`src/core/pit_regs.svh`:
```
`ifndef PIT_REGS_SVH
`define PIT_REGS_SVH

// ==========================================================
// Timing constants: periods in ns, clock ticks per major cycle, counts in major cycles
`define PIT_MAJOR_CYCLE_NS     250
`define PIT_CLK_PERIOD_NS      5
`define PIT_TICKS_PER_MAJOR    (`PIT_MAJOR_CYCLE_NS / `PIT_CLK_PERIOD_NS)
`define PIT_CYC_ONE            8'h01
`define PIT_CYC_TWO            8'h02
`define PIT_CYC_THREE          8'h03
`define PIT_CYC_FOUR           8'h04
`define PIT_CYC_FIVE           8'h05
`define PIT_CYC_SIX            8'h06
`define PIT_CYC_SEVEN          8'h07
`define PIT_CYC_TWELVE         8'h0C
`define PIT_BLK_RD_SETUP       8'h07
`define PIT_BLK_WR_SETUP       8'h06
`define PIT_BLK_CM_PER_WORD    8'h05
`define PIT_BLK_CH_SETUP       8'h05
`define PIT_CH_WORD_FAST       8'h01
`define PIT_CH_WORD_SLOW       8'h02
// Opcode field positions within a 12-bit instruction word
`define PIT_OP_HI              11
`define PIT_OP_LO              6
`define PIT_SUB_BIT            5

`endif

```
`src/core/pit_pkg.sv`:
```
`default_nettype none

// ==========================================================
// Types shared by the timing sequencer
package pit_pkg;

    typedef enum logic [1:0] {
        PIT_IDLE = 2'b00,
        PIT_RUN  = 2'b01,
        PIT_WORD = 2'b11,
        PIT_DONE = 2'b10
    } pit_state_type;

    // Instruction issue request
    typedef struct packed {
        logic        valid;
        logic [11:0] instr;
        logic [11:0] word_count;
    } pit_issue_type;

    // Per-cycle environment conditions
    typedef struct packed {
        logic adu_conflict;
        logic cm_conflict;
        logic slot_conflict;
        logic resync_trip;
        logic channel_active;
    } pit_cond_type;

endpackage

`default_nettype wire

```
`src/core/pit_sequencer.sv`:
```
// How it works
// - Everything is counted in 250 ns major cycles derived from the system clock.
// - Nominal counts assume no conflicts; conflict inputs stretch execution.
// - Long jump with indexed target takes 3 major cycles.
// - Return jump with indexed target takes 4 major cycles.
// - Relocation load takes 3 cycles, relocation store takes 4.
// - Exchange-jump requests take 2 cycles absent assembly unit conflict.
// - Direct replace add 4 cycles; replace add/subtract one 5 cycles.
// - Indirect ops 3 cycles; replace add 5; replace add/subtract one 6.
// - Indexed ops 4 cycles; replace add 6; replace add/subtract one 7.
// - Single-word central memory read takes 12 cycles without conflicts.
// - Single-word central memory write takes 6 cycles without conflicts.
// - Block memory read costs 7 setup cycles plus 5 per word.
// - Block memory write costs 6 setup cycles plus 5 per word.
// - Memory reads may add one extra rotation trip for resynchronization.
// - Channel test and flag instructions take 2 cycles.
// - Single-word channel I/O, activate, deactivate, function take 2 cycles.
// - Block channel I/O: 5 setup cycles plus 1 or 2 per word.
// - Slow per-word rate applies when communicating processors share the slot.
// - Block channel input ends at zero count or channel inactive.
`include "pit_regs.svh"
`default_nettype none

module pit_sequencer
    import pit_pkg::*;
#(
    parameter int TICKS_PER_MAJOR = `PIT_TICKS_PER_MAJOR,
    parameter int ROTATION_CYCLES = 10
) (
    // Clock and reset
    input  wire logic          clk_sys,
    input  wire logic          reset,
    // Instruction issue
    input  wire pit_issue_type issue,
    input  wire pit_cond_type  cond,
    // Status
    output logic               busy_reg,
    output logic               done_reg,
    output logic               major_tick_reg,
    output logic [15:0]        cycles_used_reg
);

    // ==========================================================
    // Nominal cycle count decode
    function automatic logic [7:0] pit_base_cycles(input logic [11:0] ins);
        logic [5:0] op;
        op = ins[`PIT_OP_HI:`PIT_OP_LO];
        case (op)
            6'o01:                          pit_base_cycles = `PIT_CYC_THREE;
            6'o02:                          pit_base_cycles = `PIT_CYC_FOUR;
            6'o20, 6'o21, 6'o22, 6'o23:     pit_base_cycles = `PIT_CYC_TWO;
            6'o24:                          pit_base_cycles = `PIT_CYC_THREE;
            6'o25:                          pit_base_cycles = `PIT_CYC_FOUR;
            6'o26:                          pit_base_cycles = `PIT_CYC_TWO;
            6'o30, 6'o31, 6'o32, 6'o33, 6'o34:
                                            pit_base_cycles = `PIT_CYC_TWO;
            6'o35:                          pit_base_cycles = `PIT_CYC_FOUR;
            6'o36, 6'o37:                   pit_base_cycles = `PIT_CYC_FIVE;
            6'o40, 6'o41, 6'o42, 6'o43, 6'o44:
                                            pit_base_cycles = `PIT_CYC_THREE;
            6'o45:                          pit_base_cycles = `PIT_CYC_FIVE;
            6'o46, 6'o47:                   pit_base_cycles = `PIT_CYC_SIX;
            6'o50, 6'o51, 6'o52, 6'o53, 6'o54:
                                            pit_base_cycles = `PIT_CYC_FOUR;
            6'o55:                          pit_base_cycles = `PIT_CYC_SIX;
            6'o56, 6'o57:                   pit_base_cycles = `PIT_CYC_SEVEN;
            6'o60:                          pit_base_cycles = `PIT_CYC_TWELVE;
            6'o61:                          pit_base_cycles = `PIT_BLK_RD_SETUP;
            6'o62:                          pit_base_cycles = `PIT_CYC_SIX;
            6'o63:                          pit_base_cycles = `PIT_BLK_WR_SETUP;
            6'o64, 6'o65, 6'o66, 6'o67:     pit_base_cycles = `PIT_CYC_TWO;
            6'o70, 6'o72, 6'o74, 6'o75, 6'o76, 6'o77:
                                            pit_base_cycles = `PIT_CYC_TWO;
            6'o71, 6'o73:                   pit_base_cycles = `PIT_BLK_CH_SETUP;
            default:                        pit_base_cycles = `PIT_CYC_ONE;
        endcase
    endfunction

    // Block-transfer class decode
    function automatic logic pit_is_block(input logic [11:0] ins);
        logic [5:0] op;
        op = ins[`PIT_OP_HI:`PIT_OP_LO];
        pit_is_block = (op == 6'o61) || (op == 6'o63) || (op == 6'o71) || (op == 6'o73);
    endfunction

    function automatic logic pit_is_chan_block(input logic [11:0] ins);
        logic [5:0] op;
        op = ins[`PIT_OP_HI:`PIT_OP_LO];
        pit_is_chan_block = (op == 6'o71) || (op == 6'o73);
    endfunction

    function automatic logic pit_is_cm(input logic [11:0] ins);
        logic [5:0] op;
        op = ins[`PIT_OP_HI:`PIT_OP_LO];
        pit_is_cm = (op >= 6'o60) && (op <= 6'o63);
    endfunction

    function automatic logic pit_is_cm_read(input logic [11:0] ins);
        logic [5:0] op;
        op = ins[`PIT_OP_HI:`PIT_OP_LO];
        pit_is_cm_read = (op == 6'o60) || (op == 6'o61);
    endfunction

    // Per-word cost of a block transfer, used on entry and on every next word
    function automatic logic [7:0] pit_word_cost(input logic is_chan, input logic slot);
        if (is_chan) begin
            pit_word_cost = slot ? `PIT_CH_WORD_SLOW : `PIT_CH_WORD_FAST;
        end else begin
            pit_word_cost = `PIT_BLK_CM_PER_WORD;
        end
    endfunction

    localparam logic [15:0] TPM_LAST = 16'(TICKS_PER_MAJOR - 1);
    localparam logic [7:0]  ROT_CNT  = 8'(ROTATION_CYCLES);

    // ==========================================================
    // Major cycle timebase
    logic [15:0]   tick_cnt_reg;
    logic          tick;
    pit_state_type state_reg;
    logic [11:0]   instr_reg;
    logic [7:0]    remain_reg;
    logic [11:0]   words_reg;
    logic [7:0]    word_left_reg;
    logic          resync_pend_reg;
    logic          resync_used_reg;

    assign tick = (tick_cnt_reg == TPM_LAST);

    // Divide clk_sys into 250 ns major cycles
    always_ff @(posedge clk_sys or posedge reset) begin
        if (reset) begin
            tick_cnt_reg <= 16'h0000;
        end else if (tick || state_reg == PIT_IDLE) begin
            tick_cnt_reg <= 16'h0000;
        end else begin
            tick_cnt_reg <= tick_cnt_reg + 16'h0001;
        end
    end

    // Stalls from conflicts that hold the counters
    logic stall;
    logic chan_blk;
    logic blk_end;
    logic last_word;
    logic resync_ok;
    always_comb begin
        chan_blk  = pit_is_chan_block(instr_reg);
        stall     = cond.adu_conflict || (pit_is_cm(instr_reg) && cond.cm_conflict);
        blk_end   = (words_reg == 12'h000) || (chan_blk && !cond.channel_active);
        last_word = (words_reg == 12'h001) || (chan_blk && !cond.channel_active);
        // Only one rotation trip per memory read, however long the trip request stays up
        resync_ok = pit_is_cm_read(instr_reg) && !resync_used_reg
                    && (resync_pend_reg || cond.resync_trip);
    end

    // ==========================================================
    // Sequencer state machine
    always_ff @(posedge clk_sys or posedge reset) begin
        if (reset) begin
            state_reg       <= PIT_IDLE;
            instr_reg       <= 12'h000;
            remain_reg      <= 8'h00;
            words_reg       <= 12'h000;
            word_left_reg   <= 8'h00;
            resync_pend_reg <= 1'b0;
            resync_used_reg <= 1'b0;
        end else begin
            case (state_reg)
                PIT_IDLE: begin
                    if (issue.valid) begin
                        instr_reg       <= issue.instr;
                        remain_reg      <= pit_base_cycles(issue.instr);
                        words_reg       <= pit_is_block(issue.instr) ? issue.word_count : 12'h000;
                        resync_pend_reg <= 1'b0;
                        resync_used_reg <= 1'b0;
                        state_reg       <= PIT_RUN;
                    end
                end
                PIT_RUN: begin
                    if (pit_is_cm_read(instr_reg) && cond.resync_trip && !resync_used_reg) begin
                        resync_pend_reg <= 1'b1;
                    end
                    if (tick && !stall) begin
                        if (remain_reg > 8'h01) begin
                            remain_reg <= remain_reg - 8'h01;
                        end else if (!blk_end) begin
                            state_reg     <= PIT_WORD;
                            word_left_reg <= pit_word_cost(chan_blk, cond.slot_conflict);
                        end else if (resync_ok) begin
                            resync_pend_reg <= 1'b0;
                            resync_used_reg <= 1'b1;
                            remain_reg      <= ROT_CNT;
                        end else begin
                            state_reg <= PIT_DONE;
                        end
                    end
                end
                PIT_WORD: begin
                    if (tick && !stall) begin
                        if (word_left_reg > 8'h01) begin
                            word_left_reg <= word_left_reg - 8'h01;
                        end else begin
                            words_reg <= words_reg - 12'h001;
                            if (!last_word) begin
                                // Next word starts at once, no idle cycle between words
                                word_left_reg <= pit_word_cost(chan_blk, cond.slot_conflict);
                            end else if (resync_ok) begin
                                resync_pend_reg <= 1'b0;
                                resync_used_reg <= 1'b1;
                                remain_reg      <= ROT_CNT;
                                state_reg       <= PIT_RUN;
                            end else begin
                                state_reg <= PIT_DONE;
                            end
                        end
                    end
                end
                PIT_DONE: begin
                    state_reg <= PIT_IDLE;
                end
                default: begin
                    state_reg <= PIT_IDLE;
                end
            endcase
        end
    end

    // ==========================================================
    // Registered status outputs
    always_ff @(posedge clk_sys or posedge reset) begin
        if (reset) begin
            busy_reg        <= 1'b0;
            done_reg        <= 1'b0;
            major_tick_reg  <= 1'b0;
            cycles_used_reg <= 16'h0000;
        end else begin
            busy_reg       <= (state_reg == PIT_RUN) || (state_reg == PIT_WORD);
            done_reg       <= (state_reg == PIT_DONE);
            major_tick_reg <= tick;
            if (state_reg == PIT_IDLE && issue.valid) begin
                cycles_used_reg <= 16'h0000;
            end else if (tick && (state_reg == PIT_RUN || state_reg == PIT_WORD)) begin
                cycles_used_reg <= cycles_used_reg + 16'h0001;
            end
        end
    end

    // ==========================================================
    // Checks
    a_idle_no_tick: assert property (@(posedge clk_sys) disable iff (reset)
        (state_reg == PIT_IDLE) |=> (tick_cnt_reg == 16'h0000))
        else $error("timebase ran while idle");
    a_pass_one_cycle: assert property (@(posedge clk_sys) disable iff (reset)
        (state_reg == PIT_IDLE && issue.valid && issue.instr[11:6] == 6'o00)
        |=> (remain_reg == 8'h01))
        else $error("pass not one cycle");
    a_cm_read_twelve: assert property (@(posedge clk_sys) disable iff (reset)
        (state_reg == PIT_IDLE && issue.valid && issue.instr[11:6] == 6'o60)
        |=> (remain_reg == 8'h0C))
        else $error("memory read count wrong");
    a_word_dec: assert property (@(posedge clk_sys) disable iff (reset)
        (state_reg == PIT_WORD && tick && !stall && word_left_reg == 8'h01)
        |=> (words_reg == $past(words_reg) - 12'h001))
        else $error("word count not decremented");
    a_stall_holds: assert property (@(posedge clk_sys) disable iff (reset)
        (state_reg == PIT_RUN && stall) |=> (remain_reg == $past(remain_reg)))
        else $error("conflict did not stall");
    a_done_pulse: assert property (@(posedge clk_sys) disable iff (reset)
        (state_reg == PIT_DONE) |=> (state_reg == PIT_IDLE && done_reg))
        else $error("done not reported");
    a_slow_rate: assert property (@(posedge clk_sys) disable iff (reset)
        (state_reg == PIT_RUN && tick && !stall && remain_reg == 8'h01 && !blk_end
         && chan_blk && cond.slot_conflict) |=> (word_left_reg == 8'h02))
        else $error("conflict word rate wrong");
    a_fast_rate: assert property (@(posedge clk_sys) disable iff (reset)
        (state_reg == PIT_RUN && tick && !stall && remain_reg == 8'h01 && !blk_end
         && chan_blk && !cond.slot_conflict) |=> (word_left_reg == 8'h01))
        else $error("nonconflict word rate wrong");
    a_exchange_two: assert property (@(posedge clk_sys) disable iff (reset)
        (state_reg == PIT_IDLE && issue.valid && issue.instr[11:6] == 6'o26)
        |=> (remain_reg == 8'h02))
        else $error("exchange request count wrong");
    a_trip_once: assert property (@(posedge clk_sys) disable iff (reset)
        (state_reg == PIT_RUN && tick && !stall && remain_reg == 8'h01 && blk_end
         && resync_used_reg) |=> (state_reg == PIT_DONE))
        else $error("second rotation trip taken");
    a_word_slow: assert property (@(posedge clk_sys) disable iff (reset)
        (state_reg == PIT_WORD && tick && !stall && word_left_reg == 8'h01 && !last_word
         && chan_blk && cond.slot_conflict) |=> (state_reg == PIT_WORD && word_left_reg == 8'h02))
        else $error("next word conflict rate wrong");
    a_block_stop: assert property (@(posedge clk_sys) disable iff (reset)
        (state_reg == PIT_WORD && tick && !stall && word_left_reg == 8'h01 && last_word
         && !resync_ok) |=> (state_reg == PIT_DONE))
        else $error("block did not end");

endmodule

`default_nettype wire

```
`config.mk`:
```
export PLATFORM = sky130hd
export DESIGN_NAME = pit_sequencer
export DESIGN_NICKNAME = d
export VERILOG_FILES = /design/src/core/pit_pkg.sv /design/src/core/pit_sequencer.sv
export VERILOG_INCLUDE_DIRS = /design/src /design/src/core
export SDC_FILE = /design/constraint.sdc
export NUM_CORES = 1
export LEC_CHECK = 0
export ABC_AREA = 1
export BUFFER_PORTS_ARGS = -buffer_cell sky130_fd_sc_hd__buf_2
export CAP_MARGIN = 25
export CORE_ASPECT_RATIO = 0.7
export CORE_MARGIN = 2
export CORE_UTILIZATION = 44
export CTS_BUF_LIST = sky130_fd_sc_hd__clkbuf_8
export CTS_CLUSTER_DIAMETER = 100
export DETAILED_ROUTE_END_ITERATION = 10
export SLEW_MARGIN = 20
export SYNTH_ARGS = -nofsm -noshare
export SYNTH_HDL_FRONTEND = slang
export SYNTH_SLANG_ARGS = --single-unit
export TNS_END_PERCENT = 20
```
`constraint.sdc`:
```
create_clock -name clk_sys -period 2.65 [get_ports clk_sys]
set_input_delay 0.6625 -clock clk_sys [delete_from_list [all_inputs] [get_ports clk_sys]]
set_output_delay 0.6625 -clock clk_sys [all_outputs]
set_load 0.01 [all_outputs]
```
==> flow_metrics.tcl, run 1 <==
set metrics [dict create \
    syn-instance-count 720 \
    slew_headroom 0.547 \
    place_inst 907 \
    post_dp_cell_area_um2 5380 \
    path_cells "inv_1 > ha_1 > nor2_1 > nor2_1 > nand3_2 > nand2_2 > nand2_1 > nor2_4 > nand2_4 > nand2_1 > nand2_1" \
    dieArea_um2 12200 \
    hpwl_mm 9.01 \
    grt_usage 0.209 \
    critical_path.startpoint_type "flip-flop" \
    period_needed_ns 2.04 \
    hold_violations 0 \
    post-route-period-util 0.768 \
    grt_pass1_vias 4476 \
    via_count 4770 \
    gp_congestion 0.941 \
    n_fill_cell 1123 \
    grt_pass1_wl_mm 20.8 \
    pin_count 51 \
    syn_nets 767 \
    synth_edf_count 0 \
    via_per_inst 5.17 \
    cts_tree "built" \
    root_buffer "clkbuf_8" \
    diodes 0 \
    syn_area_um2 5000 \
    fp-row-count 32 \
    peakVddDrop_v 0.000478 \
    clock_latency_ns 0.36 \
    core_um2 11100 \
    powerDensity_nw_per_um2 1010 \
    drv_slew 0 \
    path_common_cell "nand2_1" \
    p_leak_nw 2.85 \
    synth_flop_cell "dfrtp_1" \
    drive_gt1_frac 0.129 \
    hp-class "primary input to asynchronous set/reset pin" \
    critPathMaxStageDelay_ns 0.45 \
    cts_made_buffers 9 \
    dr.pass1.iters 5 \
    area_growth_pct 12.2 \
    cp_num_buf_inv 1 \
    grt-ovfl-total 0 \
    setup_viol 0 \
    ys_seq_area_frac 0.365 \
    end_kind "flip-flop" \
    required_ns 2.90 \
    wl_mm 11.9 \
    synth_top_area_cell "dfrtp_1" \
    cts_setup_buffers 0 \
    cp.arrival_ns 2.29 \
    mostFrequentLayoutCells "nand2_1 (188), nor2_1 (100), nand3_1 (90)" \
    cpMaxStageDelayCell "dfrtp_1" \
    htree_levels 3 \
    antenna_found_initial 0 \
    tns_ns 0 \
    fin_util 0.508 \
    drt-initial-drc-count 391 \
    instances_no_fill 923 \
    ys_ff_latch 73 \
    async_flop_share 1.00 \
    die_y_um 93.2 \
    clockBufferDepth 2 \
    drc_errors 0 \
    port_buffers 44 \
    crit_family "simple AND/OR/NAND/NOR gates" \
    grt_max_degree 53 \
    start_util 0.452 \
    max_freq_ghz 0.491 \
    crit_fanout 9 \
    status "finished, final reports clean" \
    synth_top_area_share 0.365 \
    synth_area_leaders "dfrtp_1 (37%), nand2_1 (14%), nand3_1 (9.0%), nor2_1 (7.5%), inv_1 (5.3%)" \
    worstMarginPinSlew_ns 0.675 \
    synth_cell_type_count 43 \
    final.setup_skew_ns 0.00781 \
    crit_type "flip-flop to flip-flop" \
    syn_area_per_cell_um2 6.94 \
    die_width_um 131 \
    final_common_cell "nand2_1" \
    hold_buffers 0 \
    clkSlewWorstSetupHoldPaths_ns 0.08 \
    wire_per_inst_um 12.9 \
    max_cap_violations 0 \
    cts_resized 0 \
    synth_warnings 0 \
    finalNetCount 812 \
    cts_sinks 73 \
    postRouteAntennaNets 0 \
    rsz0062_at_grt "no" \
    design_area_um2 5610 \
]
-- power breakdown --
group / leakage (nW) / switching (W) / internal [W] / total [W]
clock network: 0.113 / 0.000460 / 0.000559 / 0.00102
logic: 1.76 / 0.00196 / 0.000978 / 0.00294
registers: 0.983 / 0.000296 / 0.00139 / 0.00168
-- metal layers --
metal,vias to the layer above,global-route usage,routed length (um)
li1,2424,-,-
met1,2220,0.302,6270
met2,114,0.317,4970
met3,12,0.0412,510
met4,0,0.0607,156
met5,-,0,0
-- final cells by class --
type	instances	area (um^2)	area share
clock buffers	10	138	0.0245
inverters	81	307	0.0547
clock inverters	6	90.1	0.0161
flip-flops and latches	73	1830	0.326
repair buffers	48	263	0.0468
well taps	153	191	0.0341
multi-input cells	552	2790	0.498
-- worst reg2reg max path, cell delays in order, from the launching register on --
cell and delay [ns]:
dfrtp_1 0.45, inv_1 0.09, ha_1 0.23, nor2_1 0.09
nor2_1 0.13, nand3_2 0.18, nand2_2 0.16, nand2_1 0.10
nor2_4 0.25, nand2_4 0.13, nand2_1 0.09, nand2_1 0.05
-- final timing paths --
check | from | depth (start not counted) | slack [ns] | end
max in group asynchronous | reset | 3 | 1.69 | remain_reg[2]
min reg2reg | instr_reg[7] | 2 | 0.49 | instr_reg[7]
min in group clk_sys | instr_reg[7] | 2 | 0.49 | instr_reg[7]
max reg2reg | remain_reg[0] | 11 | 0.61 | word_left_reg[1]
min | reset | 2 | 0.31 | cycles_used_reg[10]
max | remain_reg[0] | 11 | 0.61 | word_left_reg[1]
-- synth_stat cells, types with 11 or more instances --
cell / instances
inv_1: 71
nor2_1: 100
nand3_1: 90
a21oi_1: 15
dfrtp_1: 73
nand2_1: 188
xor2_1: 17
o21ai_0: 24
nor3_1: 20
ha_1: 15
o21ai_1: 11
nand4_1: 16
-- cell families after synthesis --
| kind of cell | count (synthesis) | share of synthesized area |
|---|---|---|
| simple gates | 448 | 0.404 |
| flops | 73 | 0.365 |
| buf+inv | 95 | 0.0756 |
| compound gates | 68 | 0.0811 |
| fa+ha+maj | 15 | 0.0375 |
| xor+xnor | 21 | 0.0368 |
-- metrics by stage --
step	power, W	worst slack, ns	hold slack, ns
6_report	0.00564	0.615	0.314
5_1_grt	0.00620	0.417	0.350
4_1_cts	0.00566	0.596	0.323
3_5_place_dp	0.00462	0.597	0.479
3_3_place_gp	0.00456	0.654	0.470
2_1_floorplan	0.00400	0.134	0.453
No activity file was read; power rests on OpenSTA's default activity.
==> run 2, diff against run 1 <==
==> constraint.sdc (replaced) <==
create_clock -name clk_sys -period 1.94 [get_ports clk_sys]
set_input_delay 0.485 -clock clk_sys [delete_from_list [all_inputs] [get_ports clk_sys]]
set_output_delay 0.485 -clock clk_sys [all_outputs]
set_load 0.01 [all_outputs]
==> run 2 against run 1 <==
Compared with the run above: hold slack lost 0.092 ns; clock skew increased by 0.0017 ns; cell area rose by 3.4%; sequential power increased by 36%; clock-buffer cell count shrank 1; non-clock buffer count rose by 24; die area stayed put; critical path depth fell by 1; clock power increased by 17%; power grew 43%; first-iteration DRC count shrank 20%; register-to-register slack worse by 0.47 ns; critical path type unchanged; critical endpoint is now state_reg[0]; largest cell class unchanged; highest routed layer unchanged.
==> flow_metrics.tcl, run 2 (synthesis results as in run 1) <==
set metrics [dict create \
    grt_max_degree 74 \
    crit_type "flip-flop to flip-flop" \
    status "finished, final reports clean" \
    wl_mm 12.3 \
    core_um2 11100 \
    final.setup_skew_ns 0.00949 \
    htree_levels 3 \
    p_seq_frac 0.283 \
    max_freq_ghz 0.556 \
    p_comb_frac 0.569 \
    grt_usage 0.217 \
    p_sw_w 0.00384 \
    mostFrequentLayoutCells "nand2_1 (187), nor2_1 (97), nand3_1 (90)" \
    crit_fanout 3 \
    diodes 0 \
    clkSlewWorstSetupHoldPaths_ns 0.08 \
    cts_made_buffers 9 \
    max_cap_violations 0 \
    p_leak_nw 2.96 \
    clock_latency_ns 0.37 \
    pre_cts_ws_ns 0.0473 \
    hold_buffers 0 \
    hold_ws_ns 0.222 \
    critical_path.startpoint_type "flip-flop" \
    cp.arrival_ns 2.06 \
    end_kind "flip-flop" \
    hold_violations 0 \
    clkPwrFrac 0.148 \
    grt-ovfl-total 0 \
    cts_tree "built" \
    root_buffer "clkbuf_8" \
    period_needed_ns 1.80 \
    n_fill_cell 1109 \
    area_growth_pct 16.0 \
    gp_congestion 0.901 \
    slew_headroom 0.739 \
    pin_count 51 \
    rsz0062_at_grt "yes" \
    wire_per_inst_um 13.0 \
    antenna_found_initial 0 \
    grt_pass1_wl_mm 21.6 \
    powerDensity_nw_per_um2 1390 \
    layout_setup_ws_ns 0.140 \
    final_common_cell "nand2_1" \
    hpwl_mm 9.21 \
    start_util 0.452 \
    die_width_um 131 \
    worstMarginPinSlew_ns 0.387 \
    grt_pass1_vias 4515 \
    drv_slew 0 \
    r2r_cells 10 \
    die_y_um 93.2 \
    peakVddDrop_v 0.000631 \
    fp-row-count 32 \
    drc_errors 0 \
    port_buffers 44 \
    internal_power_w 0.00421 \
    postRouteAntennaNets 0 \
    via_count 4860 \
    swShare 0.477 \
    setup_viol 0 \
    via_per_inst 5.13 \
    drive_gt1_frac 0.162 \
    hp-class "primary input to asynchronous set/reset pin" \
    clockBufferDepth 2 \
    required_ns 2.20 \
    drt-initial-drc-count 311 \
    finalNetCount 836 \
    dieArea_um2 12200 \
    cts_sinks 73 \
    dr.pass1.iters 5 \
    post-route-period-util 0.928 \
]
run 2: changes by cell type in the layout (fill, tap and decap cells not counted), moves of 2 or more:
cell,change
buf_4,+22
nor2_1,-3
nor2_2,+3
ha_1,-2
run 2: per-layer routing:
| layer | track usage | up-vias | wire length (um) |
|---|---|---|---|
| met2 | 0.327 | 114 | 5140 |
| li1 | - | 2474 | - |
| met3 | 0.0444 | 11 | 565 |
| met1 | 0.317 | 2261 | 6440 |
| met5 | 0 | - | 0 |
| met4 | 0.0607 | 0 | 151 |
run 2: final cells by class:
class,instances,area [um^2],share of cell area
Timing Repair Buffer,72,459,0.0792
Clock buffer,9,124,0.0214
Tap cell,153,191,0.0330
Inverter,81,310,0.0535
Sequential cell,73,1830,0.315
Multi-Input combinational cell,552,2820,0.487
Clock inverter,7,63.8,0.0110
run 2: worst paths after layout:
| kind | startpoint | to | slack, ns |
|---|---|---|---|
| worst max register to register | tick_cnt_reg[1] | state_reg[0] | 0.14 |
| worst min-delay path | reset | word_left_reg[6] | 0.22 |
| max in group asynchronous | reset | resync_pend_reg | 1.40 |
| worst max-delay path | tick_cnt_reg[1] | state_reg[0] | 0.14 |
| worst min register to register | instr_reg[11] | instr_reg[11] | 0.49 |
| min in group clk_sys | issue[2] | words_reg[2] | 0.41 |
run 2: what timing repair did:
item	CTS	global route
setup buffers	0	2
endpoints found under the setup margin	0	20
resized for setup	0	10
run 2: power by group through the flow:
stage	logic (W)	registers [W]	clock network [W]
6_report	0.00458	0.00228	0.00119
5_1_grt	0.00523	0.00234	0.00131
4_1_cts	0.00442	0.00226	0.00123
3_5_place_dp	0.00440	0.00229	0
3_3_place_gp	0.00432	0.00228	0
2_1_floorplan	0.00324	0.00222	0
run 2: critical path, cell delays in order, from the launching register on:
cell     delay (ns)
dfrtp_1        0.41
inv_2          0.09
ha_4           0.15
nand3_1        0.08
nor2_1         0.12
nand2_1        0.09
buf_4          0.14
o21ai_0        0.32
nand3_1        0.15
nand2_1        0.08
nand2_1        0.05
run 2: per-stage QoR:
stage	instances	setup TNS, ns	cell area (um^2)	total power [W]	util
after global placement	929	0	5550	0.00660	0.502
after detailed placement	929	0	5550	0.00669	0.502
final	947	0	5800	0.00805	0.525
after floorplan	720	0	5000	0.00546	-
after global routing	947	-0.162	5800	0.00888	0.525
after CTS	945	0	5740	0.00791	0.519
